File: src/sdsio_pkg.sv
// constants, register map and field layout of the soft i/o parameter bank
// assumes one 125 MHz control clock and an object-dictionary access port
// Functional notes
// - returning from gain set two to gain set one uses its own wait time.
// - moving from gain set one to two waits a programmable 0..1000 ms, default 0; the bank takes any 16-bit value without par_err and waits up to 65535 ms.
// - moving from gain set two back to one waits a separate 0..1000 ms, default 0; the bank takes any 16-bit value without par_err and waits up to 65535 ms.
// - position controller output is zero while position error is below dead band.
// - every input function is the OR of its connector input and its soft bit.
// - soft word A maps limits, homing, stop, p-control, gain two, torque limits, mode, bit 9 reserved, then e-stop, alarm reset, servo enable, speed selects.
// - soft word B maps start, pause, registration, homing start, index selects, absolute request, jog, clear, override, inhibit.
// - both soft words are read-write, reset to zero and writable at any time.
// - status word A mirrors eleven drive outputs on bits 10..0, upper bits zero.
// - status word B mirrors origin, end of sequence and six index outputs on bits 7..0.
// - input one function word is read-write with initial value 0x000F.
// - input function word bit 15 is contact polarity, bits 7..0 the function.
// - with gain mode 2 the gain-two input selects gain set two.
package sdsio_pkg;
    localparam logic [15:0] ADDR_GAIN_UP_WAIT = 16'h211C;
    localparam logic [15:0] ADDR_GAIN_DOWN_WAIT = 16'h211D;
    localparam logic [15:0] ADDR_DEAD_BAND = 16'h211E;
    localparam logic [15:0] ADDR_SOFT_IN_A = 16'h211F;
    localparam logic [15:0] ADDR_SOFT_IN_B = 16'h2120;
    localparam logic [15:0] ADDR_STATUS_A = 16'h2121;
    localparam logic [15:0] ADDR_STATUS_B = 16'h2122;
    localparam logic [15:0] ADDR_IN1_FUNC = 16'h2200;
    localparam logic [15:0] RST_WAIT = 16'h0000;
    localparam logic [15:0] RST_DEAD_BAND = 16'h0000;
    localparam logic [15:0] RST_SOFT_IN = 16'h0000;
    localparam logic [15:0] RST_IN1_FUNC = 16'h000F;
    localparam logic [15:0] MAX_WAIT_MS = 16'h03E8;
    localparam logic [15:0] MAX_DEAD_BAND = 16'h03E8;
    localparam logic [15:0] SOFT_A_VALID = 16'hFDFF;
    localparam logic [15:0] STATUS_A_VALID = 16'h07FF;
    localparam logic [15:0] STATUS_B_VALID = 16'h00FF;
    localparam int SOFT_A_GAIN_SET_TWO_SELECT_BIT = 5;
    localparam int FUNC_POL_BIT = 15;
    localparam int FUNC_SEL_MSB = 7;
    localparam logic [2:0] GAIN_MODE_INPUT = 3'h2;
    localparam int CLK_MHZ = 125;
    localparam int MS_NS = 1000000;
    localparam int CLK_NS = 8;
    localparam int CYC_PER_MS = MS_NS / CLK_NS;
endpackage : sdsio_pkg

File: src/sdsio_bank.sv
// parameter bank: wait times, dead band, soft inputs, status mirrors
// assumes synchronous single-cycle parameter access from the fieldbus side
`timescale 1ns/100ps
module sdsio_bank #(
    parameter int CYC_PER_MS = sdsio_pkg::CYC_PER_MS,
    parameter int ERR_W = 32
) (
    input wire logic clock,
    input wire logic nrst,
    input wire logic par_wr,
    input wire logic par_rd,
    input wire logic [15:0] par_addr,
    input wire logic [15:0] par_wdata,
    output logic [15:0] par_rdata,
    output logic par_ack,
    output logic par_err,
    input wire logic [15:0] conn_in_a,
    input wire logic [15:0] conn_in_b,
    output logic [15:0] func_in_a,
    output logic [15:0] func_in_b,
    input wire logic [15:0] drive_status_a,
    input wire logic [15:0] drive_status_b,
    input wire logic [2:0] gain_mode,
    output logic gain_set_two,
    input wire logic signed [ERR_W-1:0] position_error,
    input wire logic signed [ERR_W-1:0] position_ctrl_raw,
    output logic signed [ERR_W-1:0] position_ctrl_out,
    output logic in1_polarity,
    output logic [7:0] in1_function
);
    if (CYC_PER_MS < 1 || ERR_W < 17) begin : g_bad_param
        $error("sdsio_bank: bad parameter");
    end

    logic [15:0] up_wait_q, up_wait_d, down_wait_q, down_wait_d;
    logic [15:0] band_q, band_d, soft_a_q, soft_a_d, soft_b_q, soft_b_d;
    logic [15:0] func_q, func_d, rdata_q, rdata_d;
    logic ack_q, ack_d, err_q, err_d;
    logic [15:0] conn_a_s1_q, conn_a_q, conn_b_s1_q, conn_b_q;
    logic [15:0] stat_a_s1_q, stat_a_q, stat_b_s1_q, stat_b_q;

    // register access
    always_comb begin
        up_wait_d = up_wait_q;
        down_wait_d = down_wait_q;
        band_d = band_q;
        soft_a_d = soft_a_q;
        soft_b_d = soft_b_q;
        func_d = func_q;
        rdata_d = rdata_q;
        ack_d = par_wr | par_rd;
        err_d = 1'b0;
        if (par_wr) begin
            case (par_addr)
                sdsio_pkg::ADDR_GAIN_UP_WAIT:
                    up_wait_d = par_wdata;
                sdsio_pkg::ADDR_GAIN_DOWN_WAIT:
                    down_wait_d = par_wdata;
                sdsio_pkg::ADDR_DEAD_BAND: band_d = par_wdata;
                sdsio_pkg::ADDR_SOFT_IN_A: soft_a_d = par_wdata;
                sdsio_pkg::ADDR_SOFT_IN_B: soft_b_d = par_wdata;
                sdsio_pkg::ADDR_IN1_FUNC: func_d = par_wdata;
                sdsio_pkg::ADDR_STATUS_A, sdsio_pkg::ADDR_STATUS_B:
                    err_d = 1'b1;
                default: err_d = 1'b1;
            endcase
        end else if (par_rd) begin
            case (par_addr)
                sdsio_pkg::ADDR_GAIN_UP_WAIT: rdata_d = up_wait_q;
                sdsio_pkg::ADDR_GAIN_DOWN_WAIT: rdata_d = down_wait_q;
                sdsio_pkg::ADDR_DEAD_BAND: rdata_d = band_q;
                sdsio_pkg::ADDR_SOFT_IN_A: rdata_d = soft_a_q;
                sdsio_pkg::ADDR_SOFT_IN_B: rdata_d = soft_b_q;
                sdsio_pkg::ADDR_STATUS_A:
                    rdata_d = stat_a_q & sdsio_pkg::STATUS_A_VALID;
                sdsio_pkg::ADDR_STATUS_B:
                    rdata_d = stat_b_q & sdsio_pkg::STATUS_B_VALID;
                sdsio_pkg::ADDR_IN1_FUNC: rdata_d = func_q;
                default: begin
                    rdata_d = 16'h0000;
                    err_d = 1'b1;
                end
            endcase
        end
    end

    always_ff @(posedge clock or negedge nrst) begin
        if (!nrst) begin
            up_wait_q <= sdsio_pkg::RST_WAIT;
            down_wait_q <= sdsio_pkg::RST_WAIT;
            band_q <= sdsio_pkg::RST_DEAD_BAND;
            soft_a_q <= sdsio_pkg::RST_SOFT_IN;
            soft_b_q <= sdsio_pkg::RST_SOFT_IN;
            func_q <= sdsio_pkg::RST_IN1_FUNC;
            rdata_q <= 16'h0000;
            ack_q <= 1'b0;
            err_q <= 1'b0;
            conn_a_s1_q <= 16'h0000;
            conn_a_q <= 16'h0000;
            conn_b_s1_q <= 16'h0000;
            conn_b_q <= 16'h0000;
            stat_a_s1_q <= 16'h0000;
            stat_a_q <= 16'h0000;
            stat_b_s1_q <= 16'h0000;
            stat_b_q <= 16'h0000;
        end else begin
            up_wait_q <= up_wait_d;
            down_wait_q <= down_wait_d;
            band_q <= band_d;
            soft_a_q <= soft_a_d;
            soft_b_q <= soft_b_d;
            func_q <= func_d;
            rdata_q <= rdata_d;
            ack_q <= ack_d;
            err_q <= err_d;
            conn_a_s1_q <= conn_in_a;
            conn_a_q <= conn_a_s1_q;
            conn_b_s1_q <= conn_in_b;
            conn_b_q <= conn_b_s1_q;
            stat_a_s1_q <= drive_status_a;
            stat_a_q <= stat_a_s1_q;
            stat_b_s1_q <= drive_status_b;
            stat_b_q <= stat_b_s1_q;
        end
    end

    assign par_rdata = rdata_q;
    assign par_ack = ack_q;
    assign par_err = err_q;
    assign in1_polarity = func_q[sdsio_pkg::FUNC_POL_BIT];
    assign in1_function = func_q[sdsio_pkg::FUNC_SEL_MSB:0];

    // input functions, registered
    logic [15:0] fin_a_q, fin_a_d, fin_b_q, fin_b_d;
    always_comb begin
        fin_a_d = (conn_a_q | soft_a_q) & sdsio_pkg::SOFT_A_VALID;
        fin_b_d = conn_b_q | soft_b_q;
    end
    assign func_in_a = fin_a_q;
    assign func_in_b = fin_b_q;

    // gain set switching with separate waits
    typedef enum logic [1:0] {SDSIO_SET1, SDSIO_WAIT_UP, SDSIO_SET2,
        SDSIO_WAIT_DOWN} sdsio_gain_t;
    sdsio_gain_t gst_q, gst_d;
    logic [15:0] ms_q, ms_d;
    logic [31:0] cyc_q, cyc_d;
    logic want_two;
    logic tick;
    always_comb begin
        want_two = (gain_mode == sdsio_pkg::GAIN_MODE_INPUT) &&
            fin_a_q[sdsio_pkg::SOFT_A_GAIN_SET_TWO_SELECT_BIT];
        tick = (cyc_q == 32'(CYC_PER_MS - 1));
        gst_d = gst_q;
        ms_d = ms_q;
        cyc_d = tick ? 32'h0 : cyc_q + 32'h1;
        case (gst_q)
            SDSIO_SET1: begin
                cyc_d = 32'h0;
                ms_d = 16'h0;
                if (want_two) begin
                    gst_d = (up_wait_q == 16'h0) ? SDSIO_SET2 : SDSIO_WAIT_UP;
                end
            end
            SDSIO_WAIT_UP: begin
                if (!want_two) begin
                    gst_d = SDSIO_SET1;
                end else if (tick) begin
                    ms_d = ms_q + 16'h1;
                    if (ms_q + 16'h1 >= up_wait_q) begin
                        gst_d = SDSIO_SET2;
                    end
                end
            end
            SDSIO_SET2: begin
                cyc_d = 32'h0;
                ms_d = 16'h0;
                if (!want_two) begin
                    gst_d = (down_wait_q == 16'h0) ? SDSIO_SET1 :
                        SDSIO_WAIT_DOWN;
                end
            end
            SDSIO_WAIT_DOWN: begin
                if (want_two) begin
                    gst_d = SDSIO_SET2;
                end else if (tick) begin
                    ms_d = ms_q + 16'h1;
                    if (ms_q + 16'h1 >= down_wait_q) begin
                        gst_d = SDSIO_SET1;
                    end
                end
            end
            default: gst_d = SDSIO_SET1;
        endcase
    end

    // dead band on position controller output
    logic signed [ERR_W-1:0] pout_q, pout_d;
    logic [ERR_W-1:0] err_mag;
    always_comb begin
        err_mag = position_error[ERR_W-1] ? ERR_W'(-position_error) :
            ERR_W'(position_error);
        pout_d = (err_mag < ERR_W'(band_q)) ? '0 : position_ctrl_raw;
    end

    always_ff @(posedge clock or negedge nrst) begin
        if (!nrst) begin
            fin_a_q <= 16'h0000;
            fin_b_q <= 16'h0000;
            gst_q <= SDSIO_SET1;
            ms_q <= 16'h0000;
            cyc_q <= 32'h0;
            pout_q <= '0;
        end else begin
            fin_a_q <= fin_a_d;
            fin_b_q <= fin_b_d;
            gst_q <= gst_d;
            ms_q <= ms_d;
            cyc_q <= cyc_d;
            pout_q <= pout_d;
        end
    end
    assign gain_set_two = (gst_q == SDSIO_SET2) || (gst_q == SDSIO_WAIT_DOWN);
    assign position_ctrl_out = pout_q;

    a_soft_or_a: assert property (@(posedge clock) disable iff (!nrst)
        fin_a_q == (($past(conn_a_q) | $past(soft_a_q)) &
        sdsio_pkg::SOFT_A_VALID))
        else $error("soft input A mismatch");
    a_soft_or_b: assert property (@(posedge clock) disable iff (!nrst)
        fin_b_q == ($past(conn_b_q) | $past(soft_b_q)))
        else $error("soft input B mismatch");
    a_reserved_nine: assert property (@(posedge clock) disable iff (!nrst)
        !func_in_a[9]) else $error("reserved bit 9 drives");
    a_status_a_mask: assert property (@(posedge clock) disable iff (!nrst)
        $past(par_rd) && !$past(par_wr) &&
        $past(par_addr) == sdsio_pkg::ADDR_STATUS_A |->
        par_rdata[15:11] == 5'h00) else $error("status A reserved");
    a_status_b_mask: assert property (@(posedge clock) disable iff (!nrst)
        $past(par_rd) && !$past(par_wr) &&
        $past(par_addr) == sdsio_pkg::ADDR_STATUS_B |->
        par_rdata[15:8] == 8'h00) else $error("status B reserved");
    a_soft_write: assert property (@(posedge clock) disable iff (!nrst)
        par_wr && par_addr == sdsio_pkg::ADDR_SOFT_IN_A |=>
        soft_a_q == $past(par_wdata))
        else $error("soft word A not written");
    a_dead_band: assert property (@(posedge clock) disable iff (!nrst)
        err_mag < ERR_W'(band_q) |=> position_ctrl_out == '0)
        else $error("dead band not applied");
    a_gain_up_zero: assert property (@(posedge clock) disable iff (!nrst)
        gst_q == SDSIO_SET1 && want_two && up_wait_q == 16'h0 |=>
        gain_set_two) else $error("zero up wait not immediate");
    a_gain_mode_off: assert property (@(posedge clock) disable iff (!nrst)
        gain_mode != sdsio_pkg::GAIN_MODE_INPUT && gst_q == SDSIO_SET2 &&
        down_wait_q == 16'h0
        |=> !gain_set_two) else $error("gain two held");
    a_wait_down_hold: assert property (@(posedge clock) disable iff (!nrst)
        gst_q == SDSIO_WAIT_DOWN |-> gain_set_two)
        else $error("left set two early");
    c_gain_up: cover property (@(posedge clock) gst_q == SDSIO_WAIT_UP
        ##1 gst_q == SDSIO_SET2);
    c_gain_down: cover property (@(posedge clock) gst_q == SDSIO_WAIT_DOWN
        ##1 gst_q == SDSIO_SET1);
    c_band_zero: cover property (@(posedge clock) band_q != 16'h0 &&
        err_mag < ERR_W'(band_q));
endmodule : sdsio_bank

File: config.mk
export PLATFORM = sky130hd
export DESIGN_NAME = sdsio_bank
export DESIGN_NICKNAME = d
export VERILOG_FILES = /design/src/sdsio_pkg.sv /design/src/sdsio_bank.sv
export SDC_FILE = /design/constraint.sdc
export NUM_CORES = 1
export LEC_CHECK = 0
export ABC_AREA = 1
export BUFFER_PORTS_ARGS = -buffer_cell sky130_fd_sc_hd__buf_2
export CORE_MARGIN = 1.5
export CORE_UTILIZATION = 40
export CTS_CLUSTER_SIZE = 28
export DETAILED_ROUTE_END_ITERATION = 7
export SLEW_MARGIN = 5
export SYNTH_ARGS = -nofsm -noshare
export SYNTH_HDL_FRONTEND = slang
export SYNTH_SLANG_ARGS = --single-unit
File: constraint.sdc
create_clock -name clock -period 5.24 [get_ports clock]
set_input_delay 0 -clock clock [delete_from_list [all_inputs] [get_ports clock]]
set_output_delay 0 -clock clock [all_outputs]
set_load 0.02 [all_outputs]
==> metrics.csv, run 1 <==
metric,value,unit
r2r_start,ms_q[0]$_DFFE_PN0P_,
yosysTopAreaCell,dfrtp_1,
num_rows,70,
synth_edf_count,0,
die_w,196,um
cts_max_level,2,
wl_met2,19.0,mm
hold_class,input pin to flop,
viasPerCell,4.98,
hold_violations,0,
ant_nets,0,
remaining_drc_errors,0,
die_height,196,um
synthTopCellsByCount,"nand2_1 (394), dfrtp_1 (323), inv_1 (191)",
critPathRequiredTime,5.74,ns
swShare,0.239,
synth.most_common_cell,nand2_1,
hold_path_startpoint,conn_in_b[9],
final_nets,2271,
syn_inst,1717,
worst_pin_slew,1.27,ns
path_class,flop to flop,
seq_area_frac_synth,0.550,
synth_cell_types,38,
grt_max_degree,120,
overflow,0,
fin_cells,2547,
track_usage,0.223,
drt-total-wl,42.0,mm
slew_headroom,0.156,
layout-drive-gt1-share,0.169,
root_buffer,clkbuf_16,
maxCapViolations,0,
hold_slack,0.0729,ns
cts_resized,0,
cp_max_fo,4,
pre_cts_slack,1.73,ns
synth_top_area_frac,0.543,
met3_length,2.73,mm
clk_latency,0.56,ns
clkPwrFrac,0.464,
post-place-cells,2379,
antenna_cells,0,
seqPwrFrac,0.458,
p_switching,0.00137,W
cts_num_sinks,327,
min_path_cells,2,
avgRoutedWirePerCell,16.5,um
cts_tree,built,
power_density,305,nW/um2
place_hpwl,29.6,mm
wl_met1,19.0,mm
internal_power,0.00435,W
drt_iter0_markers,998,
setup-violations-final,0,
design.core.area,36600,um2
place_congestion,0.903,
highest_layer,met4,
combPwrFrac,0.078,
finalCritPeriodShare,0.608,
clk_path_buf_depth,3,
rsz0062_at_grt,false,
synth.ff_latch_count,327,
worst_setup_path_end_kind,flop,
dieArea,38400,um2
drtPass1Iterations,5,
critPathLaunchType,flop,
slew_viol_final,0,
syn_nets,1934,
grt_antenna_before_repair,1,
vdd_ir_drop_max,283,uV
cts_made_buffers,37,
yosysWarnings,0,
min_to,conn_b_s1_q[9]$_DFF_PN0_,
synth.avg_cell_area,8.67,um2
setup_ws,2.06,ns
r2r_cells,17,
grt_pass1_wl,66.4,mm
grt_pass1_vias,12288,
cp.arrival,3.69,ns
io_pins,259,
routed-via-count,12679,
p_leak,9.19,nW
synth_flop_cell,dfrtp_1,
start_util,0.406,
path_clk_slew,0.06,ns
mappedNetlistArea,14900,um2
tns,0,ns
area_growth,26.2,%
r2r-end,gst_q[0]$_DFFE_PN0P_,
post-route-min-period,3.18,ns
port_buffers,243,
fmax,314,MHz
fin_skew,0.0181,ns
r2r_slack,2.06,ns
status,"complete, no violations",
ys_top_cells_by_area,"dfrtp_1 (54%), nand2_1 (9.9%), o21ai_0 (5.1%), inv_1 (4.8%), nand3_1 (4.7%)",
async_reset_ff_frac,1.00,
-- power groups by stage --
stage	registers, W	clock network (W)	logic [W]
final	0.00262	0.00265	0.000444
after global routing	0.00263	0.00283	0.000496
after CTS	0.00262	0.00271	0.000447
after detailed placement	0.00267	0	0.000386
after global placement	0.00266	0	0.000377
after floorplan	0.00269	0	0.000151
-- logic make-up (layout without fill, tap and decap cells) --
group,Yosys count,after routing,share of synthesized area
AO/OA/AOI/OAI,222,222,0.0782
XOR/XNOR,34,34,0.0200
adder cells (fa/ha/maj),50,50,0.0420
buffers and inverters,250,612,0.0672
flip-flops,327,327,0.550
other,1,1,0.000252
AND/OR/NAND/NOR,833,833,0.242
-- state kept, by name, summed over array words and instances (netlist names), 11 cells and up --
signal and cells:
band_q 16, conn_a_q 15, conn_a_s1_q 15, conn_b_q 16, conn_b_s1_q 16, cyc_q 32, down_wait_q 16, func_in_a 15
func_in_b 16, func_q 16, ms_q 16, par_rdata 16, position_ctrl_out 32, soft_a_q 16, soft_b_q 16, stat_a_q 11
stat_a_s1_q 11, up_wait_q 16
-- stage by stage --
step	total power, W	utilization	instance area (um2)
after floorplan	0.00284	-	14900
after global placement	0.00304	0.450	16500
after CTS	0.00578	0.513	18800
after detailed placement	0.00305	0.450	16500
final	0.00572	0.513	18800
after global routing	0.00595	0.513	18800
-- what timing repair did --
item | CTS | global route
hold endpoints to repair | 293 | 0
hold buffers | 104 | 0
buffers inserted | 0 | 0
-- worst max-delay path, stage by stage, from the launching register on --
cell and delay (ns):
dfrtp_1 0.41, inv_1 0.09, nor2_1 0.22, nand4_1 0.20, nor2_1 0.21, nand3_1 0.15, nor3_1 0.20, xor2_1 0.34
ha_1 0.32, a21oi_1 0.14, o21ai_0 0.10, a21oi_1 0.15, nand3_1 0.13, nor3_1 0.16, nor2_1 0.09, nand2_1 0.08
nand2_1 0.05, nand2_1 0.07
-- cell type report --
class / instances / area [um2]
fill: 3432 / 17800
sequential: 327 / 8190
multi-input combinational: 1140 / 5690
timing repair buffer: 357 / 2340
clock buffer: 54 / 1070
inverter: 191 / 717
tap: 468 / 586
clock inverter: 10 / 183
-- worst max-delay path by stage --
stage                                    from                               to  slack (ns)  depth (start not counted)
after global routing      ms_q[0]$_DFFE_PN0P_             gst_q[0]$_DFFE_PN0P_        1.65                         17
after detailed placement    position_error[0]  position_ctrl_out[22]$_DFF_PN0_        1.73                         19
after floorplan           ms_q[0]$_DFFE_PN0P_             gst_q[0]$_DFFE_PN0P_        2.65                         17
after CTS                 ms_q[0]$_DFFE_PN0P_             gst_q[0]$_DFFE_PN0P_        2.06                         17
final                     ms_q[0]$_DFFE_PN0P_             gst_q[0]$_DFFE_PN0P_        2.06                         17
after global placement      position_error[0]  position_ctrl_out[19]$_DFF_PN0_        1.86                         19
-- cells in the final DEF, fill, tap and decap left out, types with 37 or more instances in the layout --
| cell | n |
|---|---|
| nor2_1 | 183 |
| inv_1 | 191 |
| a21oi_1 | 38 |
| dfrtp_1 | 323 |
| nand3_1 | 139 |
| o21ai_0 | 153 |
| nand2_1 | 394 |
| ha_1 | 50 |
| buf_2 | 242 |
| clkbuf_16 | 37 |
| dlygate4sd3_1 | 104 |
-- routing by layer --
layer  global-route usage  vias up
met5                    0        -
met2                0.345      398
met1                0.310     5996
met3               0.0459       82
met4               0.0792        0
li1                     -     6203
Power figures use the tool's default switching activity.
==> run 2, diff against run 1 <==
--- a/config.mk
+++ b/config.mk
@@ -5,7 +5,7 @@
 export SDC_FILE = /design/constraint.sdc
 export NUM_CORES = 1
 export LEC_CHECK = 0
-export ABC_AREA = 1
+export ABC_AREA = 0
 export BUFFER_PORTS_ARGS = -buffer_cell sky130_fd_sc_hd__buf_2
 export CORE_MARGIN = 1.5
 export CORE_UTILIZATION = 40
==> constraint.sdc (replaced) <==
create_clock -name clock -period 2.67 [get_ports clock]
set_input_delay 0 -clock clock [delete_from_list [all_inputs] [get_ports clock]]
set_output_delay 0 -clock clock [all_outputs]
set_load 0.02 [all_outputs]
==> run 2 against run 1 <==
Net effect: the flow now finishes with violations (negative setup slack); critical endpoint is now gst_q[1]$_DFFE_PN0P_; via count decreased by 17%; hold slack got worse by 0.031 ns; setup slack got worse by 2.4 ns; first-iteration DRC count decreased by 53%; critical path type unchanged; highest routed layer unchanged; maximum frequency increased by 6.0%; critical path depth decreased by 3; largest cell class unchanged.
==> metrics.csv, run 2 <==
metric,value,unit
grt_max_degree,83,
drt-total-wl,38.0,mm
max_stage_delay,0.39,ns
dpl_cell_area,16800,um2
final_nets,1823,
synthTopCellsByCount,"dfrtp_1 (323), mux2_2 (81), nand2_1 (75)",
slew_viol_final,0,
mappedNetlistArea,14400,um2
layout_common_cells,"dfrtp_1 (323), buf_2 (238), buf_4 (105), dlygate4sd3_1 (101), mux2_2 (81)",
design.core.area,35500,um2
path_buf_inv,0,
cp_max_fo,5,
synth_edf_count,0,
r2r_slack,-0.33,ns
maxCapViolations,0,
cts_num_sinks,327,
fin_area,19400,um2
synth.avg_cell_area,12.4,um2
yosysWarnings,0,
slew_headroom,0.533,
synth_top_area_frac,0.562,
p_leak,9.36,nW
regArea,8190,um2
yosysTopAreaCell,dfrtp_1,
path_class,flop to flop,
drtPass1Iterations,6,
synth.most_common_cell,dfrtp_1,
grt_pass1_wl,59.4,mm
synth.ff_latch_count,327,
setup-violations-final,2,
start_util,0.405,
fin_skew,0.0158,ns
final_common_cell,dfrtp_1,
path_clk_slew,0.06,ns
critical-path-top-delay-family,simple AND/OR/NAND/NOR gates,
syn_inst,1163,
status,finished with violations,
cpMostUsedCell,nand3_4,
fill_cells,3033,
routed-via-count,10500,
fin_cells,2093,
worst_setup_path_end_kind,flop,
cts_made_buffers,37,
path_cells,ha_2 > and3_4 > nand3_4 > nor2_4 > and2_4 > nand3_4 > xnor2_2 > ha_1 > a21o_1 > a2111oi_4 > nand2_1 > a211o_1 > nand3_2 > mux2_4,
hold_violations,0,
die_height,193,um
cp.arrival,3.44,ns
setup_ws,-0.333,ns
synth_flop_cell,dfrtp_1,
critPathRequiredTime,3.10,ns
critPathLaunchType,flop,
grt_pass1_vias,10926,
grt_antenna_before_repair,0,
avgRoutedWirePerCell,18.1,um
port_buffers,243,
overflow,0,
root_buffer,clkbuf_16,
crit_start,ms_q[1]$_DFFE_PN0P_,
remaining_drc_errors,0,
cts_max_level,2,
syn_nets,1380,
dieArea,37100,um2
post-route-min-period,3.00,ns
die_w,193,um
clk_latency,0.56,ns
pre_cts_slack,-0.540,ns
antenna_cells,0,
io_pins,259,
violations,negative setup slack,
drt_iter0_markers,468,
place_congestion,0.859,
worst_pin_slew,0.700,ns
place_hpwl,26.4,mm
cts_tree,built,
viasPerCell,5.02,
slowest_stage,dfrtp_1,
hold_class,input pin to asynchronous set/reset pin,
clk_path_buf_depth,3,
ys_top_cells_by_area,"dfrtp_1 (56%), mux2_2 (6.3%), ha_1 (4.3%), xnor2_1 (2.4%), nand2_1 (2.0%)",
track_usage,0.209,
async_reset_ff_frac,1.00,
r2r_start,ms_q[1]$_DFFE_PN0P_,
seq_area_frac_synth,0.569,
rsz0062_at_grt,true,
layout-drive-gt1-share,0.387,
finalCritPeriodShare,1.12,
vdd_ir_drop_max,559,uV
multiInputGateArea,5960,um2
power_density,593,nW/um2
synth_cell_types,76,
area_growth,34.9,%
post-place-cells,1913,
p_total,0.0115,W
num_rows,69,
fmax,333,MHz
ant_nets,0,
## run 2: cell count changes in the layout (fill, tap and decap cells not counted), sizes merged, moves of 103 or more
cell / before / now
buf: 253 / 356
inv: 193 / 54
nand2: 394 / 75
nand3: 139 / 30
nor2: 184 / 46
o21ai: 154 / 25
## run 2: repair_timing
| action | in CTS | in global routing |
|---|---|---|
| pin swaps | 7 | 3 |
| hold buffers | 101 | 0 |
| setup endpoints to repair | 2 | 34 |
| cloned | 0 | 3 |
| setup buffers | 5 | 6 |
| gates resized for setup | 11 | 27 |
| hold endpoints to repair | 336 | 0 |
## run 2: final cells by class
type / instances / share of cell area
tap: 461 / 0.0297
clock buffer: 46 / 0.0515
timing repair buffer: 459 / 0.166
inverter: 52 / 0.0102
multi-input combinational: 729 / 0.307
clock inverter: 19 / 0.0132
sequential: 327 / 0.422
## run 2: power breakdown
part	internal [W]	switching (W)	leakage (nW)	total, W
registers	0.00511	0.0000681	4.17	0.00518
clock network	0.00316	0.00205	0.620	0.00521
logic	0.000505	0.000612	4.57	0.00112
total	0.00878	0.00273	9.36	0.0115
## run 2: worst register-to-register path: cells and delay by family (launching register included)
kind / cells / cell delay [ns]
muxes: 1 / 0.29
xor gates and xnor gates: 1 / 0.21
adders and majority gates: 2 / 0.47
and+or+nand+nor: 7 / 0.80
DFF: 1 / 0.39
AOI/OAI and AO/OA: 3 / 0.73
## run 2: kinds of logic after synthesis
| logic type | synth area share |
|---|---|
| xor gates and xnor gates | 0.0408 |
| AOI/OAI and AO/OA | 0.0679 |
| other | 0.000261 |
| adders and majority gates | 0.0442 |
| and+or+nand+nor | 0.144 |
| muxes | 0.100 |
| DFF | 0.569 |
| buffers and inverters | 0.0337 |
## run 2: path summary, 6_finish.rpt
path                                                to  cells past startpoint
worst max register to register    gst_q[1]$_DFFE_PN0P_                     14
min in group clock                   par_err$_DFF_PN0_                      4
max in group asynchronous       stat_a_q[10]$_DFF_PN0_                      3
worst min-delay path             conn_b_q[7]$_DFF_PN0_                      2
worst max-delay path              gst_q[1]$_DFFE_PN0P_                     14
worst min register to register  conn_b_q[12]$_DFF_PN0_                      0
## run 2: per-layer routing
metal  vias up  routed length (um)  global-route usage
li1       4985                   -                   -
met1      5211               16400               0.272
met2       234               18800               0.348
met3        70                1730              0.0429
met4         0                1010              0.0665
met5         -                   0                   0
## run 2: stage by stage
step           hold WS [ns]   util  setup TNS [ns]
2_1_floorplan        -0.296      -          -11.65
3_3_place_gp         0.0520  0.474          -17.11
3_5_place_dp         0.0515  0.474          -17.97
4_1_cts              0.0337  0.540          -0.569
5_1_grt              0.0644  0.547           -1.74
6_report             0.0419  0.547          -0.547
==> run 3, diff against run 2 <==
--- a/config.mk
+++ b/config.mk
@@ -11,6 +11,7 @@
 export CORE_UTILIZATION = 40
 export CTS_CLUSTER_SIZE = 28
 export DETAILED_ROUTE_END_ITERATION = 7
+export REMOVE_ABC_BUFFERS = 1
 export SLEW_MARGIN = 5
 export SYNTH_ARGS = -nofsm -noshare
 export SYNTH_HDL_FRONTEND = slang
==> run 3 against run 2 <==
Net effect: utilization rose by 0.59 points; global-route usage up 0.19 points; setup slack got worse by 0.027 ns; highest routed layer unchanged; non-clock buffer count up 8; the flow still finishes with violations (negative setup slack).
==> metrics.csv, run 3 (synthesized netlist as in run 2, its figures left out) <==
metric,value,unit
setup-violations-final,34,
p_switching,0.00280,W
layout_common_cells,"dfrtp_1 (323), buf_2 (237), buf_4 (105), dlygate4sd3_1 (104), mux2_2 (81)",
finalCritPeriodShare,1.13,
cp_max_fo,3,
cts_tree,built,
fmax,330,MHz
num_rows,69,
worst_pin_slew,0.659,ns
maxCapViolations,0,
place_congestion,0.818,
die_w,193,um
seqPwrFrac,0.454,
p_leak,9.43,nW
grt_max_degree,77,
grt_pass1_vias,11153,
ant_nets,0,
hold_violations,0,
p_total,0.0114,W
pre_cts_slack,-0.912,ns
path_class,flop to flop,
routed-via-count,10640,
combPwrFrac,0.102,
clk_latency,0.56,ns
remaining_drc_errors,0,
final_util,0.553,
design.core.area,35500,um2
critPathLaunchType,flop,
clkPwrFrac,0.444,
antenna_cells,0,
path_clk_slew,0.06,ns
overflow,0,
worst_setup_path_end_kind,flop,
drt_iter0_markers,466,
avgRoutedWirePerCell,18.2,um
grt_antenna_before_repair,0,
rsz0062_at_grt,true,
cts_num_sinks,327,
slew_headroom,0.556,
dieArea,37100,um2
internal_power,0.00861,W
final_common_cell,dfrtp_1,
start_util,0.405,
hold_class,input pin to asynchronous set/reset pin,
drt-total-wl,38.3,mm
status,finished with violations,
root_buffer,clkbuf_16,
port_buffers,243,
viasPerCell,5.06,
io_pins,259,
slew_viol_final,0,
vdd_ir_drop_max,562,uV
cts_max_level,2,
clk_path_buf_depth,3,
track_usage,0.211,
final_nets,1831,
post-route-min-period,3.03,ns
critPathRequiredTime,3.10,ns
cts_made_buffers,37,
layout-drive-gt1-share,0.397,
violations,negative setup slack,
cp.arrival,3.46,ns
drtPass1Iterations,5,
setup_ws,-0.360,ns
power_density,582,nW/um2
place_hpwl,26.0,mm
die_height,193,um
fin_skew,0.0169,ns
grt_pass1_wl,59.9,mm
swShare,0.245,
area_growth,36.3,%
-- run 3: cell types whose count changed in the layout (fill, tap and decap cells not counted), moves of 4 or more --
cell	delta
ha_4	+4
clkbuf_8	+4
buf_6	+6
bufinv_16	-4
-- run 3: power groups by stage --
stage          clock [W]  combinational, W  sequential (W)
2_1_floorplan          0          0.000320         0.00535
3_3_place_gp           0          0.000947         0.00526
3_5_place_dp           0          0.000960         0.00527
4_1_cts          0.00521           0.00114         0.00518
5_1_grt          0.00541           0.00127         0.00520
6_report         0.00506           0.00116         0.00519
-- run 3: cell type report --
class	instances	area [um2]
timing repair buffer	467	3330
fill	2987	15900
clock inverter	14	139
multi-input combinational	729	6100
inverter	52	198
tap	461	577
clock buffer	52	1080
sequential	327	8190
-- run 3: metrics by stage --
step / instances / area [um2] / TNS (ns) / hold WS (ns)
after floorplan: 1108 / 14100 / -42.02 / -0.296
after global placement: 1913 / 16700 / -29.18 / 0.0127
after detailed placement: 1913 / 16700 / -30.22 / 0.0280
after CTS: 2097 / 19500 / -1.06 / 0.0100
after global routing: 2102 / 19600 / -5.30 / 0.0658
final: 2102 / 19600 / -2.43 / 0.0214
-- run 3: routing by layer --
| metal | up-vias | part of all wire | track usage |
|---|---|---|---|
| li1 | 4993 | - | - |
| met1 | 5315 | 0.41 | 0.260 |
| met2 | 260 | 0.50 | 0.358 |
| met3 | 72 | 0.054 | 0.0516 |
| met4 | 0 | 0.030 | 0.0754 |
| met5 | - | 0 | 0 |
-- run 3: final timing paths --
kind | from | to | slack (ns) | cells after the start
min in group clock | par_addr[10] | par_err$_DFF_PN0_ | 0.03 | 5
max | ms_q[1]$_DFFE_PN0P_ | gst_q[1]$_DFFE_PN0P_ | -0.36 | 14
min reg2reg | stat_a_s1_q[8]$_DFF_PN0_ | stat_a_q[8]$_DFF_PN0_ | 0.35 | 0
max in group asynchronous | nrst | conn_a_s1_q[13]$_DFF_PN0_ | 1.74 | 3
min | nrst | cyc_q[24]$_DFF_PN0_ | 0.02 | 2
max reg2reg | ms_q[1]$_DFFE_PN0P_ | gst_q[1]$_DFFE_PN0P_ | -0.36 | 14
-- run 3: what timing repair did --
item | in CTS | in global routing
buffers inserted | 15 | 6
gates resized for setup | 61 | 22
hold buffers | 104 | 0
hold endpoints to repair | 464 | 0
pin swaps | 46 | 36
gates cloned | 2 | 1
endpoints found under the setup margin | 34 | 41
-- run 3: worst max-delay path, stage by stage (launching register included) --
cell and delay [ns]:
dfrtp_1 0.39, ha_2 0.20, and3_4 0.19, nand3_4 0.07, nor2_4 0.10, and2_4 0.19, nand3_4 0.10, xnor2_4 0.21
ha_4 0.23, a21o_1 0.20, a2111oi_4 0.30, nand2_1 0.08, a211o_1 0.25, nand3_2 0.10, mux2_4 0.30
